## src/ltat_regs.vh

```
`ifndef LTAT_REGS_VH
`define LTAT_REGS_VH

// Clock rate and tick derivation
`define LTAT_CLK_HZ           10000000
`define LTAT_TICK_US          1
`define LTAT_TICK_CYC         ((`LTAT_CLK_HZ / 1000000) * `LTAT_TICK_US)
`define LTAT_TICK_W           4
// Last count of a tick period, LTAT_TICK_CYC - 1 at the tick width
`define LTAT_TICK_LAST        4'h9

// Trigger event latency, ns; latency cycles rounded as a least time
`define LTAT_TRGDLY_MIN_NS    20
`define LTAT_TRGDLY_MAX_NS    30
`define LTAT_CLK_PERIOD_NS    100
`define LTAT_TRGDLY_CYC       1

// Variant 1 figures (us)
`define LTAT_V1_PULSE_MIN_US  24'h000ed8
`define LTAT_V1_PULSE_MAX_US  24'h989680
`define LTAT_V1_BUSY1_US      24'h000e7a
`define LTAT_V1_BUSY2_US      24'h000e7a
// Variant 2 figures (us)
`define LTAT_V2_PULSE_MIN_US  24'h001c20
`define LTAT_V2_PULSE_MAX_US  24'h4c4b40
`define LTAT_V2_BUSY1_US      24'h000006
`define LTAT_V2_BUSY2_US      24'h001371

`define LTAT_ACQDLY_MAX_US    19'h51e8c

// Counter widths
`define LTAT_CNT_W            24
`define LTAT_DLY_W            19

`endif

```

## src/ltat_core.v

```verilog
`timescale 1ns/1ps
`include "ltat_regs.vh"

// Contract
// - Integration runs from the end of the first busy interval until the trigger input goes low, ignoring any set integration time.
// - A trigger event is registered one 100 ns cycle after the rising edge is seen.
// - Integration start is delayed by a programmable 0 to 335500 us delay in 1 us steps; the 19-bit input is not clamped, so up to 524287 us is accepted.
// - Single strobe rises after a set delay, stays high a set width, and drops when integration ends.
// - Continuous strobe toggles at a set period during integration and is forced low at its end.
// - A fixed busy interval precedes integration and another follows it before completion.
// - A pulse shorter than the minimum width flags an error and the spectrum is zeroed.
module ltat_core (
    input  wire                    i_clk,
    input  wire                    i_rst_n,
    input  wire                    i_ce,
    input  wire                    i_variant,
    input  wire                    i_ext_trigger,
    input  wire [`LTAT_DLY_W-1:0]  i_acquisition_delay_time,
    input  wire [`LTAT_CNT_W-1:0]  i_one_shot_strobe_delay,
    input  wire [`LTAT_CNT_W-1:0]  i_strobe_width,
    input  wire [`LTAT_CNT_W-1:0]  i_cont_strobe_period,
    output reg                     o_trigger_event,
    output reg                     o_busy,
    output reg                     o_integrating,
    output reg                     o_single_strobe,
    output reg                     o_cont_strobe,
    output reg                     o_pulse_error,
    output reg                     o_zero_spectrum,
    output reg                     o_acq_done,
    output reg [`LTAT_CNT_W-1:0]   o_level_pulse_width
);

    // ****************************************
    // States
    // ****************************************
    localparam [2:0] ST_IDLE  = 3'h0;
    localparam [2:0] ST_ADLY  = 3'h1;
    localparam [2:0] ST_BUSY1 = 3'h2;
    localparam [2:0] ST_INTEG = 3'h3;
    localparam [2:0] ST_BUSY2 = 3'h4;

    // ****************************************
    // Fixed figures
    // ****************************************
    // Busy lengths and pulse minimums in whole microseconds
    localparam [`LTAT_CNT_W-1:0] V1_BUSY1 = `LTAT_V1_BUSY1_US;
    localparam [`LTAT_CNT_W-1:0] V1_BUSY2 = `LTAT_V1_BUSY2_US;
    localparam [`LTAT_CNT_W-1:0] V1_PMIN  = `LTAT_V1_PULSE_MIN_US;
    localparam [`LTAT_CNT_W-1:0] V2_BUSY1 = `LTAT_V2_BUSY1_US;
    localparam [`LTAT_CNT_W-1:0] V2_BUSY2 = `LTAT_V2_BUSY2_US;
    localparam [`LTAT_CNT_W-1:0] V2_PMIN  = `LTAT_V2_PULSE_MIN_US;
    localparam [`LTAT_CNT_W-1:0] ONE      = 24'h000001;
    localparam [`LTAT_CNT_W-1:0] ZERO     = 24'h000000;

    // ****************************************
    // Helpers
    // ****************************************
    function [`LTAT_CNT_W-1:0] pick;
        input                    v;
        input [`LTAT_CNT_W-1:0]  a;
        input [`LTAT_CNT_W-1:0]  b;
        begin
            pick = v ? b : a;
        end
    endfunction

    function [`LTAT_CNT_W-1:0] inc;
        input [`LTAT_CNT_W-1:0]  c;
        begin
            inc = c + ONE;
        end
    endfunction

    reg [2:0]              state_q;
    reg [`LTAT_CNT_W-1:0]  phase_q;
    reg [`LTAT_CNT_W-1:0]  integ_q;
    reg [`LTAT_CNT_W-1:0]  cs_q;
    reg                    trig_d1_q;
    reg                    variant_q;
    wire                   tick;
    wire                   rise;
    wire                   sync;
    wire                   integ_end;

    // ****************************************
    // Edge detect and tick alignment
    // ****************************************
    assign rise      = i_ext_trigger & ~trig_d1_q;
    assign integ_end = (state_q == ST_INTEG) & ~i_ext_trigger;
    // Tick restarts at the event and at integration end, so each busy
    // phase lasts a whole number of microseconds from its own start
    assign sync      = (rise & (state_q == ST_IDLE)) | integ_end;

    ltat_tick u_tick (
        .i_clk   (i_clk),
        .i_rst_n (i_rst_n),
        .i_ce    (i_ce),
        .i_sync  (sync),
        .o_tick  (tick)
    );

    // ****************************************
    // Sequencer
    // ****************************************
    always @(posedge i_clk or negedge i_rst_n) begin
        if (!i_rst_n) begin
            state_q             <= ST_IDLE;
            phase_q             <= ZERO;
            integ_q             <= ZERO;
            cs_q                <= ZERO;
            trig_d1_q           <= 1'b0;
            variant_q           <= 1'b0;
            o_trigger_event     <= 1'b0;
            o_busy              <= 1'b0;
            o_integrating       <= 1'b0;
            o_single_strobe     <= 1'b0;
            o_cont_strobe       <= 1'b0;
            o_pulse_error       <= 1'b0;
            o_zero_spectrum     <= 1'b0;
            o_acq_done          <= 1'b0;
            o_level_pulse_width <= ZERO;
        end else if (i_ce) begin
            trig_d1_q       <= i_ext_trigger;
            o_trigger_event <= 1'b0;
            o_acq_done      <= 1'b0;
            case (state_q)
                ST_IDLE: begin
                    if (rise) begin
                        // Event one cycle after the edge: 100 ns, beyond the 20 to 30 ns latency budget
                        o_trigger_event <= 1'b1;
                        variant_q       <= i_variant;
                        o_busy          <= 1'b1;
                        o_pulse_error   <= 1'b0;
                        o_zero_spectrum <= 1'b0;
                        phase_q         <= ZERO;
                        if (i_acquisition_delay_time == 19'h00000) begin
                            state_q <= ST_BUSY1;
                        end else begin
                            state_q <= ST_ADLY;
                        end
                    end
                end
                ST_ADLY: begin
                    if (tick) begin
                        if (phase_q + ONE >= {5'h00, i_acquisition_delay_time}) begin
                            phase_q <= ZERO;
                            state_q <= ST_BUSY1;
                        end else begin
                            phase_q <= phase_q + ONE;
                        end
                    end
                end
                ST_BUSY1: begin
                    if (tick) begin
                        if (phase_q + ONE >= pick(variant_q, V1_BUSY1, V2_BUSY1)) begin
                            phase_q       <= ZERO;
                            integ_q       <= ZERO;
                            cs_q          <= ZERO;
                            o_integrating <= 1'b1;
                            o_single_strobe <= (i_one_shot_strobe_delay == ZERO)
                                               && (i_strobe_width != ZERO);
                            o_cont_strobe <= (i_cont_strobe_period != ZERO);
                            state_q       <= ST_INTEG;
                        end else begin
                            phase_q <= phase_q + ONE;
                        end
                    end
                end
                ST_INTEG: begin
                    // Integration ends with the trigger level only
                    if (integ_end) begin
                        o_integrating       <= 1'b0;
                        o_single_strobe     <= 1'b0;
                        o_cont_strobe       <= 1'b0;
                        o_level_pulse_width <= integ_q;
                        // Short pulse: spectrum returned as zeros
                        if (integ_q < pick(variant_q, V1_PMIN, V2_PMIN)) begin
                            o_pulse_error   <= 1'b1;
                            o_zero_spectrum <= 1'b1;
                        end
                        phase_q <= ZERO;
                        state_q <= ST_BUSY2;
                    end else if (tick) begin
                        integ_q <= inc(integ_q);
                        // Strobe window measured from integration start
                        if (inc(integ_q) == i_one_shot_strobe_delay) begin
                            o_single_strobe <= (i_strobe_width != ZERO);
                        end else if (inc(integ_q) ==
                                     i_one_shot_strobe_delay + i_strobe_width) begin
                            o_single_strobe <= 1'b0;
                        end
                        // Half-period toggle; final period may be cut short
                        if (i_cont_strobe_period != ZERO) begin
                            if (inc(cs_q) >= i_cont_strobe_period) begin
                                cs_q          <= ZERO;
                                o_cont_strobe <= ~o_cont_strobe;
                            end else begin
                                cs_q <= inc(cs_q);
                            end
                        end
                    end
                end
                ST_BUSY2: begin
                    // Trigger edges are ignored until this phase completes
                    if (tick) begin
                        if (phase_q + ONE >= pick(variant_q, V1_BUSY2, V2_BUSY2)) begin
                            phase_q    <= ZERO;
                            o_busy     <= 1'b0;
                            o_acq_done <= 1'b1;
                            state_q    <= ST_IDLE;
                        end else begin
                            phase_q <= phase_q + ONE;
                        end
                    end
                end
                default: begin
                    state_q <= ST_IDLE;
                end
            endcase
        end
    end

endmodule

```

## src/ltat_tick.v

```verilog
`timescale 1ns/1ps

// ****************************************
// 1 us tick generator
// ****************************************
module ltat_tick (
    input  wire i_clk,
    input  wire i_rst_n,
    input  wire i_ce,
    input  wire i_sync,
    output reg  o_tick
);
`include "ltat_regs.vh"

    reg [`LTAT_TICK_W-1:0] cnt_q;

    // Restart on sync so the first tick of a phase is a full microsecond
    always @(posedge i_clk or negedge i_rst_n) begin
        if (!i_rst_n) begin
            cnt_q  <= 4'h0;
            o_tick <= 1'b0;
        end else if (i_ce) begin
            if (i_sync) begin
                cnt_q  <= 4'h0;
                o_tick <= 1'b0;
            end else if (cnt_q == `LTAT_TICK_LAST) begin
                cnt_q  <= 4'h0;
                o_tick <= 1'b1;
            end else begin
                cnt_q  <= cnt_q + 4'h1;
                o_tick <= 1'b0;
            end
        end
    end

endmodule

```

## config.mk

```make
export PLATFORM = sky130hd
export DESIGN_NAME = ltat_core
export DESIGN_NICKNAME = d
export VERILOG_FILES = /design/src/ltat_core.v /design/src/ltat_tick.v
export VERILOG_INCLUDE_DIRS = /design/src
export SDC_FILE = /design/constraint.sdc
export NUM_CORES = 1
export LEC_CHECK = 0
export BUFFER_PORTS_ARGS = -buffer_cell sky130_fd_sc_hd__buf_2
export CAP_MARGIN = 20
export CELL_PAD_IN_SITES_DETAIL_PLACEMENT = 1
export CELL_PAD_IN_SITES_GLOBAL_PLACEMENT = 2
export CORE_MARGIN = 2
export CORE_UTILIZATION = 25
export CTS_CLUSTER_SIZE = 40
export DETAILED_ROUTE_END_ITERATION = 16
export PLACE_DENSITY = 0.61
export SETUP_SLACK_MARGIN = 0.5
export SLEW_MARGIN = 20
export SYNTH_ARGS = -nofsm -noshare
export SYNTH_HDL_FRONTEND = slang
export SYNTH_HIERARCHICAL = 1
export SYNTH_SLANG_ARGS = --single-unit
```

## constraint.sdc

```tcl
create_clock -name i_clk -period 7.35 [get_ports i_clk]
set_input_delay 0.3675 -clock i_clk [delete_from_list [all_inputs] [get_ports i_clk]]
set_output_delay 0.3675 -clock i_clk [all_outputs]
set_load 0.005 [all_outputs]
```

* After elaboration in Yosys (flattened, before gate mapping)
Index checks and enable logic that the tools add are counted.
Word-level totals: word-level logic and storage cells 144, bits of input ports 96, bits in registers 113, output and inout bits 32
Cells by class: equal/unequal tests 23, bitwise gates (word level) 7, add/subtract/negate cells 5, multiplexer cells 67, reduce and logical (&&, ||, !) cells 21, $lt $le $gt $ge 5
Operator list (number):
- 24-bit two-way mux | 16
- 24-bit case mux with 5 select lines | 1
- 24-bit case mux with 2 select lines | 2
- 24-bit by 1-bit adder with 24-bit output (second input constant) | 3
- 24-bit equality test | 2
- 24-bit nonzero test | 2
- 1-bit two-way mux | 28
- 13-bit two-way mux | 2
- 24-bit adder | 1
- 24-bit by 12-bit greater-or-equal comparator with 1-bit output | 1
- 24-bit by 13-bit greater-or-equal comparator with 1-bit output | 1
- 24-bit by 19-bit greater-or-equal comparator with 1-bit output | 1
- 24-bit greater-or-equal comparator | 1
- 24-bit zero test | 1
- 24-bit by 13-bit less-than comparator with 1-bit output | 1
- 3-bit two-way mux | 8
- 7-bit AND reduction | 3
- 19-bit zero test | 1
- 3-bit case mux with 5 select lines | 1
- 5-bit AND reduction | 3
- 12-bit two-way mux | 1
- 2-bit by 1-bit inequality test with 1-bit output (second input constant) | 6
- 2-bit inequality test (second input constant) | 6
- 6-bit AND reduction | 2
- other kinds (19) | 34

* Longest topological paths before layout
word-level depth 7, mapped depth 19, depth with buffers taken out 18

* Hierarchy
Netlist, hierarchy kept.
By module, submodules not included:
- ltat_core | cells each 1174, instances 1, area each 9892.0 µm², sequential area each 2702.6 µm²
- ltat_tick | cells each 30, instances 1, area each 282.8 µm², sequential area each 125.1 µm²

* Worst setup path before layout
OpenSTA, ideal clock, no wires.
kind flip-flop to flip-flop, from register, netlist name phase_q[0], to register o_level_pulse_width[0], path slack 3.597 ns, path buffers 2, arrival time 3.628 ns, cell stages (with the launch flop) 17, setup time 0.125 ns, cells stage by stage dfrtp_1 ha_1 and4_1 buf_2 nand2_1 xor2_1 inv_1 ha_1 nand3_1 a211oi_1 a211oi_1 o311a_1 a41oi_2 nand4_1 nor2_1 buf_2 mux2_2
RTL lines:
- to (signal assigned) | line ltat_core.v:175 | o_level_pulse_width <= integ_q;
- to (decl) | line ltat_core.v:30 | output reg [`LTAT_CNT_W-1:0] o_level_pulse_width

* Worst setup path after layout
from register cs_q[2], to register cs_q[0]
Between the ends: word-level cells in the longest chain between the ends 7
Ends and longest elaborated chain:
- from (decl) | line ltat_core.v:77 | reg [`LTAT_CNT_W-1:0] cs_q;
- from (signal assigned) | line ltat_core.v:198 | cs_q <= inc(cs_q);
- 24-bit by 1-bit adder with 24-bit output | line ltat_core.v:70 | inc = c + ONE;
- 24-bit greater-or-equal comparator | line ltat_core.v:194 | if (inc(cs_q) >= i_cont_strobe_period) begin
- 24-bit two-way mux | line ltat_core.v:194
- 24-bit two-way mux | line ltat_core.v:193 | if (i_cont_strobe_period != ZERO) begin
- 24-bit two-way mux | line ltat_core.v:183 | end else if (tick) begin
- 24-bit two-way mux | line ltat_core.v:171 | if (integ_end) begin
- 24-bit case mux with 2 select lines | line ltat_core.v:126 | case (state_q)
Every way passes these cells. The select of a mux whose other input is x is not followed. A chain may end at the register's enable or synchronous reset.

==> impl_results.md <==
- First-iteration detailed-routing DRC count: around 420
- Worst-path maximum fanout: 24
- Number of top-level pins: 128
- Switching Power: roughly 0.0011 W
- Die extent in x: between 200 and 250 µm
- Count of standard-cell rows: 73
- Max-slew violation count: 0
- Reg power frac: ~29%
- Worst setup path class: reg2reg
- GRT Util Overall: 17.4%
- Root buf cell: clkbuf_16
- Setup WS post-layout: approximately 2.1 ns
- Crit path required time: ~7.7 ns
- Latest clock arrival within the worst-skew pair: around 0.44 ns
- Final period util: between 70% and 80%
- Core occupancy in the finished layout: 29.8%
- Dpl cells: 1812
- Path type of the worst min-delay path: in2reg
- Global-route wire length before repair: between 50000 and 60000 µm
- Cell-by-cell listing of the critical path: nand2_1, nor2_1, and3_1, and3_1, nand2_1, nor2_1, and3_1, xor2_1, ha_1, a21o_1, a21o_1, a21oi_1, o21ai_0, a311oi_1, nand2_1, nor2_1, mux2_2
- P per Cell Area: 230 nW/µm²
- Number of buffers added by the clock tree synthesis step: 17
- Critical path's top delay family: simple AND/OR/NAND/NOR gates
- Timing-limited maximum frequency: 189 MHz
- Cells after synthesis: 1204
- Flip-flop and latch count after synthesis: 113
- Count of nets after finishing: between 1000 and 1500
- Worst setup slack after placement: 2.04 ns
- Quantity of I/O buffers inserted on ports: 127
- Vias in the first global route: roughly 9700
- Total inserted antenna cells: 0
- Post-detailed-route wirelength per cell: 19.4 µm
- Asr flop ratio synth: 100%
- Syn. warnings: 6
- Maximum number of buffers from clock root to sink: 2
- Largest net degree at the start of global routing: between 70 and 80
- Count of flip-flops with a built-in enable after synthesis: 0
- Ranking of synthesized cells by area: dfrtp_1, ha_1, xnor2_1, o21ai_0, nand2_1
- Switching fraction of total power: 38.5%
- Fraction of final layout cells with drive strength greater than 1: 16.2%
- Number of nets with antenna violations after routing: 0
- Total congestion overflow after global routing: 0
- Height of the die: around 200 µm
- Worst path bufs/invs: 0
- Top flip-flop cell by instance count after synthesis: dfrtp_1
- RSZ-0062 raised after global routing: false
- Final hold violations: 0
- Area leader, netlist: dfrtp_1
- Share of the yosys chip area belonging to registers: ~28%
- Total number of vias: a little over 9000
- Final Non-Filler Cells: ~1800
- Worst-case clock skew: between 0.01 and 0.015 ns
- Area growth syn-to-layout: 16.9%
- Max cap viols: 0
- Post-synthesis area per instance: between 8 and 9 µm²
- Number of distinct library cells after synthesis: between 80 and 90
- Number of H-tree levels: 4
- Effective utilization at floorplan: 25.5%
- CTS resizes: 0
- Final setup violation count: 0
- Post-layout min period: between 5 and 6 ns
- LEAKAGE: approximately 5.6 nW
- Normalized max-slew margin: between 30% and 40%
- Worst path arrival time: about 5.7 ns
- Die Outline Area: between 40000 and 50000 µm²
- Clock sink count: 113
- Setup crit end kind: flop
- Internal power: between 0.0015 and 0.002 W
- Clock power share: between 30% and 40%
- Post-synthesis net count: around 1400
- Number of fillers in the final layout: between 4000 and 5000
- Final WL: approximately 36000 µm
- Number of setup buffers added after CTS: 0
- Library cell contributing the largest single delay on the critical path: nor2_1
- Transition time of the tightest slew-check pin: between 0.9 and 1 ns
- Setup crit start kind: flop
- Routability Congestion: between 0.7 and 0.8
- Mapped Area: 10200 µm²
- Fraction of post-synthesis cell area in the top cell type by area: between 20% and 30%
- DP HPWL: roughly 28000 µm
- Antenna violations before repair: 1
- Max rail drop VDD: ~180 µV
- Comb power frac: a little over a third
- Ratio of routed vias to standard cells: ~5.0
- DR DRC count: 0
- Slowest cell delay on critical path: roughly 0.93 ns
- Core ar.: about 40000 µm²
- Outcome: finished, final reports clean
- Clock transition at the registers of the reported paths: 0.07 ns
- Setup tns final: 0 ns
- DRT Pass-1 Iters: 4
- Clock tree from TritonCTS: yes
[power groups by stage]
stage / Clock, W / Combinational (W) / Sequential [W]
floorplan: 0 / 0.000688 / 0.000745
global route: 0.00101 / 0.00111 / 0.000818
global placement: 0 / 0.000969 / 0.000811
CTS: 0.000985 / 0.000992 / 0.000803
finish: 0.000961 / 0.000972 / 0.000799
detailed placement: 0 / 0.000981 / 0.000815
[kinds of logic after synthesis]
kind of cell,synth area share (%)
AOI/OAI and AO/OA,18.9
xor gates and xnor gates,11.3
adders and majority gates,11.3
buffers and inverters,5.98
DFF,27.8
muxes,3.58
and+or+nand+nor,21.2
[layout by cell type, fill, tap and decap left out, drive strengths merged, types with 5 or more instances in the layout]
cell and n:
a211oi 6, a21o 26, a21oi 42, a22o 16, a31oi 11, and2 17
and3 24, and4 9, buf 135, bufinv 5, clkbuf 20, clkinv 5
dfrtp 113, ha 90, inv 77, mux2 27, mux2i 6, nand2 121
nand2b 17, nand3 36, nand4 28, nor2 72, nor2b 12, nor3 25
nor4 36, o211ai 8, o21a 7, o21ai 106, o31ai 20, o41ai 9
or4 6, xnor2 85, xor2 38
[worst paths after layout]
kind	to	slack, ns	from	cells after the start
max	cs_q[0]	2.06	cs_q[2]	17
min	variant_q	0.16	i_variant	2
max reg2reg	cs_q[0]	2.06	cs_q[2]	17
min reg2reg	o_busy	0.48	o_busy	2
max in group asynchronous	cs_q[5]	5.42	i_rst_n	3
min in group asynchronous	variant_q	0.49	i_rst_n	2
[per-stage QoR]
stage	instance area [µm²]	power [W]	hold WS (ns)
2_1_floorplan	10200	0.00143	0.0719
3_3_place_gp	11200	0.00178	0.441
3_5_place_dp	11200	0.00180	0.433
4_1_cts	11900	0.00278	0.145
5_1_grt	11900	0.00294	0.152
6_report	11900	0.00273	0.158
[cell usage after synthesis, drive strengths merged, types with 28 or more instances]
cell type  number
clkbuf         33
a21oi          42
inv            77
nor2           72
o21ai         106
xnor2          85
nand4          28
ha             90
dfrtp         113
nand3          36
nor4           36
xor2           38
nand2         121
[registers in the layout (all words and copies together) (netlist names)]
register / cells
o_single_strobe: 1
state_q: 3
u_tick/o_tick: 1
trig_d1_q: 1
o_integrating: 1
o_cont_strobe: 1
o_level_pulse_width: 24
integ_q: 24
cs_q: 24
u_tick/cnt_q: 4
o_acq_done: 1
o_zero_spectrum: 1
phase_q: 24
o_trigger_event: 1
variant_q: 1
o_busy: 1
[what timing repair did]
action | 4_1_cts | 5_1_grt
hold buffers | 1 | 0
endpoints found under the hold margin | 42 | 0
endpoints found under the setup margin | 0 | 0
[final cells by class]
| type | count | area, µm² | share of cell area (%) |
|---|---|---|---|
| multi-input cells | 962 | 6740 | 56.7 |
| flip-flops and latches | 113 | 2830 | 23.8 |
| repair buffers | 136 | 708 | 5.95 |
| well taps | 525 | 657 | 5.52 |
| clock buffers | 20 | 467 | 3.92 |
| inverters | 77 | 289 | 2.43 |
| clock inverters | 12 | 205 | 1.73 |
[routing by layer]
| metal | part of all wire, % | vias to the layer above | global-route usage (%) |
|---|---|---|---|
| met5 | 0.036 | - | 0 |
| met4 | 1.0 | 2 | 3.52 |
| met3 | 3.0 | 24 | 2.83 |
| met2 | 46 | 114 | 27.9 |
| met1 | 50 | 4559 | 24.6 |
| li1 | - | 4560 | - |
Power figures use the tool's default switching activity.
